<file path="src/rtl/fslas_pkg.sv">
// package for the queue status, drain and linked autosleep block
// assumes an ahb-lite bus with 32-bit data and one clock at 200 mhz
package fslas_pkg;
    // ==========================================================
    // register indexes; offsets are not all word multiples, byte address is 4x index
    localparam logic [7:0]  IDX_INT_CAUSE   = 8'h30;
    localparam logic [7:0]  IDX_AXIS_OUT    = 8'h32;
    localparam logic [7:0]  IDX_QUEUE_CTRL  = 8'h38;
    localparam logic [7:0]  IDX_QUEUE_STATE = 8'h39;
    localparam logic [7:0]  IDX_LINK_CTRL   = 8'h3a;
    localparam logic [7:0]  IDX_RATE_CTRL   = 8'h3b;
    localparam logic [7:0]  IDX_SAMPLE_IN   = 8'h3c;
    localparam logic [7:0]  IDX_THRESH      = 8'h3d;
    // ==========================================================
    // field positions
    localparam int TRIG_FLAG_BIT  = 7;
    localparam int INT_ACT_BIT    = 4;
    localparam int INT_INACT_BIT  = 3;
    localparam int INT_READY_BIT  = 7;
    localparam int LNK_LINK_BIT   = 0;
    localparam int LNK_AUTOS_BIT  = 1;
    localparam int LNK_SLEEP_BIT  = 2;
    localparam int LNK_ACTEN_BIT  = 3;
    localparam int LNK_INAEN_BIT  = 4;
    // ==========================================================
    // sizes and reset values
    localparam int QUEUE_DEPTH    = 32;
    localparam int QUEUE_CNT_W    = 6;
    localparam int SAMPLE_W       = 48;
    localparam logic [7:0]  QCTRL_RST = 8'h00;
    localparam logic [7:0]  LINK_RST  = 8'h18;
    localparam logic [7:0]  RATE_RST  = 8'h04;
    localparam logic [15:0] THRESH_RST = 16'h0100;
    localparam logic [3:0]  SLEEP_DIV = 4'h8;
    localparam logic [1:0]  MODE_BYPASS  = 2'h0;
    localparam logic [1:0]  MODE_FIFO    = 2'h1;
    localparam logic [1:0]  MODE_STREAM  = 2'h2;
    localparam logic [1:0]  MODE_TRIGGER = 2'h3;
    // ==========================================================
    // carrier and state types
    typedef struct packed {
        logic [15:0] z;
        logic [15:0] y;
        logic [15:0] x;
    } fslas_sample_t;
    typedef enum logic [1:0] {
        PWR_AWAKE  = 2'b00,
        PWR_SLEEP  = 2'b01,
        PWR_WAKING = 2'b11
    } fslas_pwr_t;
endpackage

</file>
<file path="src/rtl/fslas_fifo.sv">
// parameterised valid/ready queue built from flip-flops
// assumes one clock and a synchronous active high reset
`timescale 1ns/1ps
module fslas_fifo #(
    parameter int WIDTH = 48,
    parameter int DEPTH = 32,
    parameter int CNT_W = 6
) (
    input  wire logic             i_clk,
    input  wire logic             i_rst,
    input  wire logic             i_in_valid,
    output logic                  o_in_ready,
    input  wire logic [WIDTH-1:0] i_in_data,
    output logic                  o_out_valid,
    input  wire logic             i_out_ready,
    output logic      [WIDTH-1:0] o_out_data,
    input  wire logic             i_flush,
    output logic      [CNT_W-1:0] o_count
);
    localparam int AW = $clog2(DEPTH);
    logic [WIDTH-1:0] mem_reg [DEPTH];
    logic [AW-1:0]    wr_reg;
    logic [AW-1:0]    rd_reg;
    logic [CNT_W-1:0] cnt_reg;
    logic             push;
    logic             pop;

    // handshake terms, full and empty taken from the true count
    // a pop in the same cycle frees the slot, so a full queue can recycle
    assign o_in_ready  = (cnt_reg != CNT_W'(DEPTH)) || i_out_ready;
    assign o_out_valid = (cnt_reg != '0);
    assign push        = i_in_valid & o_in_ready;
    assign pop         = o_out_valid & i_out_ready;
    assign o_out_data  = mem_reg[rd_reg];
    assign o_count     = cnt_reg;

    // storage, no reset needed on the data path
    always_ff @(posedge i_clk) begin
        if (push) begin
            mem_reg[wr_reg] <= i_in_data;
        end
    end

    // pointers and occupancy
    always_ff @(posedge i_clk) begin
        if (i_rst || i_flush) begin
            wr_reg  <= '0;
            rd_reg  <= '0;
            cnt_reg <= '0;
        end else begin
            if (push) begin
                wr_reg <= (wr_reg == AW'(DEPTH - 1)) ? '0 : wr_reg + 1'b1;
            end
            if (pop) begin
                rd_reg <= (rd_reg == AW'(DEPTH - 1)) ? '0 : rd_reg + 1'b1;
            end
            cnt_reg <= cnt_reg + CNT_W'(push) - CNT_W'(pop);
        end
    end
endmodule // fslas_fifo

</file>
<file path="src/rtl/fslas_top.sv">
// queue status, axis drain and linked autosleep sequencing, ahb-lite slave
// assumes a single master, word transfers only, samples on a valid strobe
//
// Contract
// - trigger-seen flag reads 1 after a queue trigger, 0 before any
// - occupancy field equals the number of samples held right now
// - queued samples leave through the x, y, z axis outputs, or are dropped as oldest in stream and pre-trigger windows, or flushed in bypass
// - any axis output read retires one level; host reads a sample at once, but each read here returns one byte and retires the whole sample
// - queue holds 32 samples plus one at the output, 33 readable
// - lower rates come from decimating one common sampling strobe
// - activity is judged on the undecimated sample stream
// - with linking, activity is searched only after inactivity
// - no autosleep while an activity interrupt is uncleared
// - sleep, autosleep and link together sleep on inactivity
// - entering sleep disables inactivity and enables activity detection
// - activity while asleep restores the rate and raises activity
// - after linked activity, activity is disabled, inactivity enabled
// - low power mode keeps sample-ready and queue filling going
// - queue state at 0x39: flag in bit 7, count in low bits
// - trigger mode keeps pre-trigger samples then fills to full
`timescale 1ns/1ps
module fslas_top #(
    parameter int DEPTH  = fslas_pkg::QUEUE_DEPTH,
    parameter int CNT_W  = fslas_pkg::QUEUE_CNT_W
) (
    input  wire logic        I_CLK_SYS,
    input  wire logic        I_RST,
    input  wire logic        I_HSEL,
    input  wire logic [31:0] I_HADDR,
    input  wire logic [1:0]  I_HTRANS,
    input  wire logic        I_HWRITE,
    input  wire logic [2:0]  I_HSIZE,
    input  wire logic [31:0] I_HWDATA,
    input  wire logic        I_HREADY,
    output logic      [31:0] O_HRDATA,
    output logic             O_HREADYOUT,
    output logic             O_HRESP,
    input  wire logic        I_SAMPLE_STROBE,
    input  wire fslas_pkg::fslas_sample_t I_SAMPLE,
    input  wire logic        I_TRIGGER,
    input  wire logic        I_ACT_DETECT,
    input  wire logic        I_INACT_DETECT,
    output logic             O_SAMPLE_READY,
    output logic             O_ASLEEP
);
    // ==========================================================
    // bus slave: address phase capture
    logic        ap_valid_reg;
    logic        ap_write_reg;
    logic [7:0]  ap_addr_reg;
    logic        wr_en;
    logic        rd_en;

    always_ff @(posedge I_CLK_SYS) begin
        if (I_RST) begin
            ap_valid_reg <= 1'b0;
            ap_write_reg <= 1'b0;
            ap_addr_reg  <= 8'h00;
        end else if (I_HREADY) begin
            ap_valid_reg <= I_HSEL & I_HTRANS[1];
            ap_write_reg <= I_HWRITE;
            ap_addr_reg  <= I_HADDR[9:2];   // word index
        end
    end
    assign O_HREADYOUT = 1'b1;               // zero wait states
    assign O_HRESP     = 1'b0;               // always okay
    assign wr_en       = ap_valid_reg & ap_write_reg;
    assign rd_en       = ap_valid_reg & ~ap_write_reg;

    // ==========================================================
    // control registers
    logic [7:0]  qctrl_reg;
    logic [7:0]  link_reg;
    logic [7:0]  rate_reg;
    logic [15:0] thresh_reg;
    logic [1:0]  qmode;
    logic [4:0]  qsamples;
    assign qmode    = qctrl_reg[7:6];
    assign qsamples = qctrl_reg[4:0];

    // software writes, link bits also moved by the sequencer below
    logic act_hit;
    logic inact_hit;
    logic sleep_enter;
    always_ff @(posedge I_CLK_SYS) begin
        if (I_RST) begin
            qctrl_reg  <= fslas_pkg::QCTRL_RST;
            rate_reg   <= fslas_pkg::RATE_RST;
            thresh_reg <= fslas_pkg::THRESH_RST;
        end else if (wr_en) begin
            case (ap_addr_reg)
                fslas_pkg::IDX_QUEUE_CTRL: qctrl_reg  <= I_HWDATA[7:0];
                fslas_pkg::IDX_RATE_CTRL:  rate_reg   <= I_HWDATA[7:0];
                fslas_pkg::IDX_THRESH:     thresh_reg <= I_HWDATA[15:0];
                default: ;
            endcase
        end
    end

    // enables swap on linked events; hardware swap wins over a write
    always_ff @(posedge I_CLK_SYS) begin
        if (I_RST) begin
            link_reg <= fslas_pkg::LINK_RST;
        end else if (link_reg[fslas_pkg::LNK_LINK_BIT] && act_hit) begin
            link_reg[fslas_pkg::LNK_ACTEN_BIT] <= 1'b0;
            link_reg[fslas_pkg::LNK_INAEN_BIT] <= 1'b1;
        end else if (link_reg[fslas_pkg::LNK_LINK_BIT] && inact_hit) begin
            link_reg[fslas_pkg::LNK_INAEN_BIT] <= 1'b0;
            link_reg[fslas_pkg::LNK_ACTEN_BIT] <= 1'b1;
        end else if (wr_en && ap_addr_reg == fslas_pkg::IDX_LINK_CTRL) begin
            link_reg <= I_HWDATA[7:0];
        end
    end

    // ==========================================================
    // rate divider: one common strobe decimated for output rates
    logic [7:0] dec_cnt_reg;
    logic [7:0] dec_limit;
    logic       out_tick;
    fslas_pkg::fslas_pwr_t pwr_reg;
    assign dec_limit = (pwr_reg == fslas_pkg::PWR_SLEEP)
                       ? (rate_reg << fslas_pkg::SLEEP_DIV[1:0]) : rate_reg;
    assign out_tick  = I_SAMPLE_STROBE && (dec_cnt_reg >= dec_limit);
    always_ff @(posedge I_CLK_SYS) begin
        if (I_RST) begin
            dec_cnt_reg <= 8'h00;
        end else if (I_SAMPLE_STROBE) begin
            dec_cnt_reg <= out_tick ? 8'h00 : dec_cnt_reg + 8'h01;
        end
    end

    // ==========================================================
    // activity on raw strobes, not decimated output
    function automatic logic [15:0] fslas_abs(input logic [15:0] v);
        fslas_abs = v[15] ? (~v + 16'h0001) : v;
    endfunction
    logic raw_over;
    assign raw_over = (fslas_abs(I_SAMPLE.x) > thresh_reg) ||
                      (fslas_abs(I_SAMPLE.y) > thresh_reg) ||
                      (fslas_abs(I_SAMPLE.z) > thresh_reg);
    assign act_hit   = link_reg[fslas_pkg::LNK_ACTEN_BIT] &&
                       ((I_SAMPLE_STROBE && raw_over) || I_ACT_DETECT);
    assign inact_hit = link_reg[fslas_pkg::LNK_INAEN_BIT] && I_INACT_DETECT;

    // ==========================================================
    // interrupt cause flags, cleared by reading 0x30; set wins
    logic act_flag_reg;
    logic inact_flag_reg;
    logic cause_rd;
    assign cause_rd = rd_en && (ap_addr_reg == fslas_pkg::IDX_INT_CAUSE);
    always_ff @(posedge I_CLK_SYS) begin
        if (I_RST) begin
            act_flag_reg   <= 1'b0;
            inact_flag_reg <= 1'b0;
        end else begin
            act_flag_reg   <= act_hit | (act_flag_reg & ~cause_rd);
            inact_flag_reg <= inact_hit | (inact_flag_reg & ~cause_rd);
        end
    end

    // ==========================================================
    // power sequencer: awake -> sleep on inactivity, wake on activity
    logic sleep_ok;
    assign sleep_ok    = link_reg[fslas_pkg::LNK_SLEEP_BIT] &
                         link_reg[fslas_pkg::LNK_AUTOS_BIT] &
                         link_reg[fslas_pkg::LNK_LINK_BIT];
    assign sleep_enter = sleep_ok && inact_hit && !act_flag_reg;
    always_ff @(posedge I_CLK_SYS) begin
        if (I_RST) begin
            pwr_reg <= fslas_pkg::PWR_AWAKE;
        end else begin
            case (pwr_reg)
                fslas_pkg::PWR_AWAKE:
                    if (sleep_enter) pwr_reg <= fslas_pkg::PWR_SLEEP;
                fslas_pkg::PWR_SLEEP:
                    if (act_hit) pwr_reg <= fslas_pkg::PWR_WAKING;
                fslas_pkg::PWR_WAKING:
                    pwr_reg <= fslas_pkg::PWR_AWAKE;   // original rate back
                default: pwr_reg <= fslas_pkg::PWR_AWAKE;
            endcase
        end
    end
    assign O_ASLEEP = (pwr_reg == fslas_pkg::PWR_SLEEP);

    // ==========================================================
    // queue path: output stage holds one, fifo holds 32 more
    fslas_pkg::fslas_sample_t q_out;
    fslas_pkg::fslas_sample_t out_reg;
    logic                     out_full_reg;
    logic                     q_in_ready;
    logic                     q_out_valid;
    logic                     q_pop;
    logic                     q_push;
    logic [CNT_W-1:0]         q_count;
    logic                     trig_reg;
    logic [CNT_W-1:0]         total;
    logic                     axis_rd;
    logic                     drop_old;

    assign axis_rd = rd_en && (ap_addr_reg >= fslas_pkg::IDX_AXIS_OUT) &&
                     (ap_addr_reg <= fslas_pkg::IDX_AXIS_OUT + 8'h05);
    // stream and pre-trigger windows drop the oldest when over budget
    // stream tests the count, not ready, since ready now depends on the pop
    assign drop_old = ((qmode == fslas_pkg::MODE_STREAM) &&
                       (q_count == CNT_W'(DEPTH))) ||
                      ((qmode == fslas_pkg::MODE_TRIGGER) && !trig_reg &&
                       (q_count >= CNT_W'(qsamples)));
    assign q_push = out_tick && (qmode != fslas_pkg::MODE_BYPASS) &&
                    out_full_reg;
    assign q_pop  = q_out_valid && (axis_rd || !out_full_reg ||
                    (q_push && drop_old));

    fslas_fifo #(
        .WIDTH (fslas_pkg::SAMPLE_W),
        .DEPTH (DEPTH),
        .CNT_W (CNT_W)
    ) u_queue (
        .i_clk       (I_CLK_SYS),
        .i_rst       (I_RST),
        .i_in_valid  (q_push),
        .o_in_ready  (q_in_ready),
        .i_in_data   (I_SAMPLE),
        .o_out_valid (q_out_valid),
        .i_out_ready (q_pop),
        .o_out_data  (q_out),
        .i_flush     (qmode == fslas_pkg::MODE_BYPASS),
        .o_count     (q_count)
    );

    // output stage refill: queue first, else direct sample
    always_ff @(posedge I_CLK_SYS) begin
        if (I_RST) begin
            out_reg      <= '0;
            out_full_reg <= 1'b0;
        end else if (q_out_valid && (axis_rd || !out_full_reg)) begin
            out_reg      <= q_out;
            out_full_reg <= 1'b1;
        end else if (out_tick && (!out_full_reg ||
                     qmode == fslas_pkg::MODE_BYPASS)) begin
            out_reg      <= I_SAMPLE;
            out_full_reg <= 1'b1;
        end else if (axis_rd) begin
            out_full_reg <= 1'b0;
        end
    end

    // trigger-seen flag, armed in trigger mode only
    always_ff @(posedge I_CLK_SYS) begin
        if (I_RST || qmode != fslas_pkg::MODE_TRIGGER) begin
            trig_reg <= 1'b0;
        end else if (I_TRIGGER) begin
            trig_reg <= 1'b1;
        end
    end

    assign total          = q_count + CNT_W'(out_full_reg);
    assign O_SAMPLE_READY = out_full_reg;

    // ==========================================================
    // read mux, decoded from the registered address into the data phase answer
    logic [31:0] rd_mux;
    always_comb begin
        rd_mux = 32'h0000_0000;
        case (ap_addr_reg)
            fslas_pkg::IDX_INT_CAUSE:
                rd_mux = {24'h0, out_full_reg, 2'b00, act_flag_reg,
                          inact_flag_reg, 3'b000};
            8'h32: rd_mux = {24'h0, out_reg.x[7:0]};
            8'h33: rd_mux = {24'h0, out_reg.x[15:8]};
            8'h34: rd_mux = {24'h0, out_reg.y[7:0]};
            8'h35: rd_mux = {24'h0, out_reg.y[15:8]};
            8'h36: rd_mux = {24'h0, out_reg.z[7:0]};
            8'h37: rd_mux = {24'h0, out_reg.z[15:8]};
            fslas_pkg::IDX_QUEUE_CTRL: rd_mux = {24'h0, qctrl_reg};
            fslas_pkg::IDX_QUEUE_STATE:
                rd_mux = {24'h0, trig_reg, 1'b0, total};
            fslas_pkg::IDX_LINK_CTRL:  rd_mux = {24'h0, link_reg};
            fslas_pkg::IDX_RATE_CTRL:  rd_mux = {24'h0, rate_reg};
            fslas_pkg::IDX_THRESH:     rd_mux = {16'h0, thresh_reg};
            default: rd_mux = 32'h0000_0000;
        endcase
    end
    assign O_HRDATA = rd_en ? rd_mux : 32'h0000_0000;
endmodule // fslas_top

</file>
<file path="config.mk">
export PLATFORM = sky130hd
export DESIGN_NAME = fslas_top
export DESIGN_NICKNAME = d
export VERILOG_FILES = /design/src/rtl/fslas_pkg.sv /design/src/rtl/fslas_fifo.sv /design/src/rtl/fslas_top.sv
export SDC_FILE = /design/constraint.sdc
export NUM_CORES = 2
export LEC_CHECK = 0
export BUFFER_PORTS_ARGS = -buffer_cell sky130_fd_sc_hd__buf_2
export CAP_MARGIN = 20
export CORE_ASPECT_RATIO = 0.9
export CORE_MARGIN = 5
export CORE_UTILIZATION = 36
export CTS_BUF_LIST = sky130_fd_sc_hd__clkbuf_2 sky130_fd_sc_hd__clkbuf_4 sky130_fd_sc_hd__clkbuf_8
export DETAILED_ROUTE_END_ITERATION = 7
export HOLD_SLACK_MARGIN = 0.05
export PLACE_DENSITY = 0.56
export SKIP_LAST_GASP = 1
export SLEW_MARGIN = 20
export SYNTH_ARGS = -nofsm -noshare
export SYNTH_HDL_FRONTEND = slang
export SYNTH_SLANG_ARGS = --single-unit
</file>
<file path="constraint.sdc">
create_clock -name I_CLK_SYS -period 6.2 [get_ports I_CLK_SYS]
set_input_delay 0.31 -clock I_CLK_SYS [delete_from_list [all_inputs] [get_ports I_CLK_SYS]]
set_output_delay 0.31 -clock I_CLK_SYS [all_outputs]
set_load 0.005 [all_outputs]
</file>
### Word-level counts from Yosys, hierarchy flattened

Memories as Yosys holds them, arrays and structs flattened. A register that Yosys moved wholly into a read port is not among the register bits.
Cells that the tools add are included.

* memories kept: 1
* output and inout port bits: 36
* register bits after elaboration: 128
* RAM bits: 1536

Memories
* u_queue.mem_reg: depth 32, bits a word 48, rd ports 1, clocked after memory_dff 1, wr ports 1, RTL line fslas_fifo.sv:21 `logic [WIDTH-1:0] mem_reg [DEPTH];`

* bitwise gates (word level): 18
* $add $sub $neg: 9
* multiplexer cells: 23
* reductions and logical operators: 48
* equal/unequal tests: 22
* $lt $le $gt $ge: 7

Operators with widths (number)
* $pmux 16 s12: 1
* $eq 8x6->1 const B: 12
* $mux 48: 2
* $add 16x1->16 const B: 3
* $gt 16x16->1: 3
* $mux 16: 3
* $not 16->16: 3
* $mux 32: 1
* $mux 5: 5
* $logic_and 1x1->1: 21
* $add 6x1->6: 2
* $add 5x1->5 const B: 2
* $eq 5x5->1 const B: 2
* $logic_or 1x1->1: 10
* $and 1x1->1: 9
* $add 8x1->8 const B: 1
* $ge 8x6->1 const B: 1
* $ge 8x8->1: 1
* $le 8x6->1 const B: 1
* $mux 8: 1
* $reduce_and 2->1: 4
* $eq 6x6->1 const B: 1
* $ge 6x5->1: 1
* $mux 1: 6
* other kinds (17): 31

### Depth between registers and ports, before layout

* depth in word-level cells: 12
* depth in mapped cells: 21

### Hierarchy

From an unflattened synthesis, not the netlist that was laid out.

* cells, all modules: 3930
* area total of the unflattened synthesis: 67673.7 sq um

Modules (own cells, without submodules)
* fslas_fifo: area each 59891.2 sq um, times used 1, cells each 2987, sequential area each 46544.6 sq um
* fslas_top: area each 7782.5 sq um, times used 1, cells each 943, sequential area each 2242.2 sq um

### Least setup slack after synthesis

Ideal clock, no wire load.

* kind: register -> register
* start point: register dec_cnt_reg[0]
* end point: memory u_queue.mem_reg[7][0], enable pin
* buffers on the path: 1
* arrival time: 4.150 ns
* setup time: 0.459 ns
* stages on the path, launching flop included: 12
* setup slack: 1.592 ns
* data required time: 5.741 ns
* cells stage by stage: dfxtp_1 > inv_1 > ha_1 > nand2b_1 > a21o_1 > a21o_1 > a21oi_1 > o211ai_1 > nor2b_1 > clkbuf_1 > nand3_1 > nor2b_1

* longest elaborated chain between the ends: 11

RTL lines
* start: declaration: RTL line fslas_top.sv:117 `logic [7:0] dec_cnt_reg;`
* start signal: assignment: RTL line fslas_top.sv:128 `dec_cnt_reg <= out_tick ? 8'h00 : dec_cnt_reg + 8'h01;`
* $ge 8x8->1 *: RTL line fslas_top.sv:123 `assign out_tick = I_SAMPLE_STROBE && (dec_cnt_reg >= dec_limit);`
* $logic_and 1x1->1 *: RTL line fslas_top.sv:123
* $logic_and 1x1->1 * (2 in series): RTL line fslas_top.sv:208 `assign q_push = out_tick && (qmode != fslas_pkg::MODE_BYPASS) &&`
* $logic_and 1x1->1: RTL line fslas_top.sv:211 `(q_push && drop_old));`
* $logic_or 1x1->1: RTL line fslas_top.sv:210 `assign q_pop = q_out_valid && (axis_rd || !out_full_reg ||`
* $logic_and 1x1->1: RTL line fslas_top.sv:210
* $logic_or 1x1->1: RTL line fslas_fifo.sv:30 `assign o_in_ready = (cnt_reg != CNT_W'(DEPTH)) || i_out_ready;`
* $and 1x1->1 *: RTL line fslas_fifo.sv:32 `assign push = i_in_valid & o_in_ready;`
* $mux 1 *: RTL line fslas_fifo.sv:39 `if (push) begin`
* $mux 1 (not written as such) *: RTL line fslas_fifo.sv:40 `mem_reg[wr_reg] <= i_in_data;`
* end: declaration: RTL line fslas_fifo.sv:21

Every way passes the cells marked *; elsewhere a longest branch is shown, timed or not.

### Final worst setup path

* start point: input port I_SAMPLE[21] (netlist bit)
* end point: register link_reg[0]

* longest elaborated chain between the ends: 12

RTL lines
* start: declaration: RTL line fslas_top.sv:39 `input wire fslas_pkg::fslas_sample_t I_SAMPLE,`
* $not 16->16: RTL line fslas_top.sv:135 `fslas_abs = v[15] ? (~v + 16'h0001) : v;`
* $add 16x1->16: RTL line fslas_top.sv:135
* $mux 16 *: RTL line fslas_top.sv:135
* $gt 16x16->1 *: RTL line fslas_top.sv:139 `(fslas_abs(I_SAMPLE.y) > thresh_reg) ||`
* $logic_or 1x1->1 *: RTL line fslas_top.sv:138 `assign raw_over = (fslas_abs(I_SAMPLE.x) > thresh_reg) ||`
* $logic_or 1x1->1 *: RTL line fslas_top.sv:139
* $logic_and 1x1->1 *: RTL line fslas_top.sv:142 `((I_SAMPLE_STROBE && raw_over) || I_ACT_DETECT);`
* $logic_or 1x1->1 *: RTL line fslas_top.sv:142
* $logic_and 1x1->1 *: RTL line fslas_top.sv:141 `assign act_hit = link_reg[fslas_pkg::LNK_ACTEN_BIT] &&`
* $logic_and 1x1->1 *: RTL line fslas_top.sv:104 `end else if (link_reg[fslas_pkg::LNK_LINK_BIT] && act_hit) begin`
* $not 1->1 (no source line) *
* $reduce_and 3->1 (no source line) *
* end signal: assignment: RTL line fslas_top.sv:103 `link_reg <= fslas_pkg::LINK_RST;`
* end signal: assignment: RTL line fslas_top.sv:111 `link_reg <= I_HWDATA[7:0];`
* end: declaration: RTL line fslas_top.sv:73 `logic [7:0] link_reg;`

Marked as above.
A chain may end at the register's enable or synchronous reset.

==> summary.md <==
| Metric | Value |
|---|---|
| Synth-to-layout area growth | 16.1% |
| Post-CTS Hold Buffers | 121 |
| Initial drt markers | 3187 |
| I/O pins | roughly 160 |
| Post-Synth Adder-Cell Area | approximately 1.6% |
| Placed Cells | between 5k and 6k |
| Main combinational cell family by area after synthesis | multiplexers |
| Setup tns final | 0 ns |
| Avg Cell Area, Syn | between 20 and 25 µm² |
| Die width | 466 µm |
| Yosys cell types | 64 |
| CP delay by family, top | simple AND/OR/NAND/NOR gates |
| Status | finished, final reports clean |
| Rows | 150 |
| Routed Antenna Nets | 0 |
| Most frequent cells in the layout | edfxtp_1 (1536), mux4_2 (490), clkbuf_8 (307) |
| Relative slew margins | 25.1% |
| First drt pass iteration count | 6 |
| Sum of net half-perimeters after detailed placement | between 100000 and 150000 µm |
| Number of buffers added on ports | 99 |
| Vias | 34.6k |
| Global route overflow | 0 |
| Yosys reg bits | roughly 1.7k |
| Crit path largest cell delay | 0.84 ns |
| Reg2reg setup slack | 1.64 ns |
| Buf+Inv Stages, Crit Path | 3 |
| Vias per inst | 5.42 |
| Min Tclk post-route | between 5 and 6 ns |
| Max FFs per register | 1536 |
| DRC | 0 |
| Crit path max-delay cell type | nor4_1 |
| Largest net degree at the start of global routing | 87 |
| Hold crit path type | in -> reg |
| Layout Skew | around 0.10 ns |
| Critical Path AT | approximately 6 ns |
| Vias in the first global route | approximately 36k |
| Layout Nets | 3956 |
| Multiplexer share of the synthesized area | between 10% and 20% |
| Top FF cell, synth | edfxtp_1 |
| Die area | 0.196 mm² |
| Slew @ Worst Pin | 1.12 ns |
| CTS-repair resized insts | 0 |
| Power Dens Cells | roughly 290 mW/mm² |
| Fraction of layout cells with a size suffix above 1 | 30.3% |
| Maxcap violations | 0 |
| Synthesized area | around 0.067 mm² |
| WL final | roughly 180000 µm |
| Worst-path clk slew | around 0.060 ns |
| CORE AREA | 0.186 mm² |
| Number of max-slew violations in the final report | 0 |
| Critical Path RT | slightly above 7 ns |
| Startpoint Class | input pin |
| Most common cell after layout, fill and taps aside | edfxtp_1 |
| Routed wire per std cell | approximately 29 µm |
| Synth Area in Compound Gates | under 10% |
| Storage element area | just under 0.05 mm² |
| Ys Warns | 0 |
| CTS tree | done |
| Post-synth ARST share | 0% |
| Clk Latency, worst-skew pair | approximately 1.0 ns |
| Clock root cell | clkbuf_8 |
| Initial antenna violation count | 8 |
| WS Path Type | in -> reg |
| Crit path cell chain | dlygate4sd3_1, buf_2, nor4_1, nand2_1, o41ai_1, xnor2_1, ha_1, nand4_1, nor4b_1, nand4_1, a22oi_1, o211ai_1, nor3b_2, mux2i_1, dlygate4sd3_1 |
| Post-synthesis sequential area ratio | 72.5% |
| Routability congestion estimate | 0.835 |
| Post-synth EDFFs | roughly 1.5k |
| Finished Layout Cells | between 6k and 7k |
| Clock Tree Buf Depth | 4 |
| Postcts setup bufs | 0 |
| Max Freq | between 150 and 200 MHz |
| # fillers | ~16k |
| Critical Path End Type | flop |
| Num CTS Buffers | between 200 and 300 |
| GR Util All Layers | between 10% and 20% |
| Starting Density | a little over a third |
| Final period utilization | 83.9% |
| H-tree depth | 5 |
| RSZ-0062 raised after global routing | false |
| Peak VDD IR | between 0.15 and 0.2 mV |
| Crit path max fanout | 36 |
| Final Hold Fails | 0 |
| Post-synthesis cell count | between 3k and 4k |
| Area taken by multi-input logic gates | about 0.018 mm² |
| Final Setup Violations | 0 |
| Lkg Pwr | around 24 nW |
| Post-synthesis xor/xnor area fraction | less than 1% |
| Die height | between 400 and 500 µm |
| Synth Area in Simple Gates | under 10% |
| Tot Pwr | around 22 mW |
| First-pass GRT wire length | between 200000 and 300000 µm |
| Clock sinks | about 1.7k |
-- Yosys cell counts, drive strengths merged (3+ instances only) --
| cell type | n | share of area (%) |
|---|---|---|
| o21ai | 41 | 0.31 |
| nor4b | 3 | 0.039 |
| a21oi | 49 | 0.36 |
| nor2b | 64 | 0.60 |
| o31ai | 12 | 0.13 |
| dfxtp | 133 | 4.0 |
| nor3 | 20 | 0.15 |
| a22oi | 8 | 0.089 |
| and2 | 4 | 0.037 |
| xor2 | 7 | 0.091 |
| clkbuf | 103 | 0.57 |
| a211oi | 98 | 1.1 |
| a22o | 3 | 0.039 |
| nand2b | 31 | 0.29 |
| xnor2 | 47 | 0.61 |
| nand3b | 5 | 0.056 |
| ha | 86 | 1.6 |
| a21o | 7 | 0.078 |
| nor2 | 89 | 0.50 |
| mux2 | 5 | 0.084 |
| a221oi | 5 | 0.065 |
| mux2i | 87 | 1.3 |
| or4 | 8 | 0.089 |
| o41ai | 7 | 0.091 |
| mux4 | 490 | 16 |
| nand2 | 90 | 0.50 |
| nand4 | 18 | 0.17 |
| a31oi | 8 | 0.074 |
| o211ai | 9 | 0.10 |
| nand3 | 31 | 0.23 |
| buf | 88 | 0.89 |
| or3 | 6 | 0.056 |
| inv | 52 | 0.29 |
| edfxtp | 1536 | 69 |
| nor3b | 5 | 0.063 |
| and3 | 6 | 0.056 |
-- power by group --
group          leakage (nW)  internal [mW]  total, mW  switching [mW]
combinational          6.61          0.162      0.493           0.330
clock                  2.87           5.30       9.68            4.38
sequential             14.9           12.3       12.3          0.0132
total                  24.4           17.8       22.5            4.72
-- path summary, 6_finish.rpt --
path             startpoint                      to  cells after the start
max            I_SAMPLE[21]             link_reg[0]                     15
min            I_SAMPLE[10]  u_queue.mem_reg[6][10]                      2
max reg2reg  dec_cnt_reg[0]  u_queue.mem_reg[9][21]                     12
min reg2reg  thresh_reg[10]          thresh_reg[10]                      2
-- logic make-up (layout without fill, tap and decap cells) --
family,after synthesis,in the layout
other,2,28
AO/OA/AOI/OAI,260,260
buffers and inverters,243,873
XOR/XNOR,54,54
AND/OR/NAND/NOR,390,390
multiplexers,582,582
flip-flops,1669,1669
adder cells (fa/ha/maj),87,87
-- per-stage QoR --
stage | hold slack (ns) | util [%] | setup slack, ns | cell area [µm²]
finish | 0.116 | 42.0 | 0.996 | 78000
CTS | 0.0621 | 42.0 | 1.09 | 78000
global route | 0.0637 | 42.0 | 0.837 | 78000
global placement | 0.410 | 38.4 | 1.12 | 71400
floorplan | 0.401 | - | 1.59 | 67300
detailed placement | 0.430 | 38.4 | 1.05 | 71400
-- area by class of cell --
type / count / area share, %
antenna: 10 / 0.0321
clock buffer: 391 / 6.22
clock inverter: 95 / 0.750
inverter: 52 / 0.250
multi-input combinational: 1391 / 22.6
sequential: 1669 / 62.5
tap: 2432 / 3.90
timing repair buffer: 335 / 3.75
-- layer usage --
layer  global-route usage (%)  share of wire, %  vias to the layer above
met5                        0                 0                        -
met4                     6.15               3.1                        0
met3                     3.69               6.4                      357
met2                     29.5                47                     1281
met1                     25.7                43                    18400
li1                         -                 -                    14600
Power figures use the tool's default switching activity.
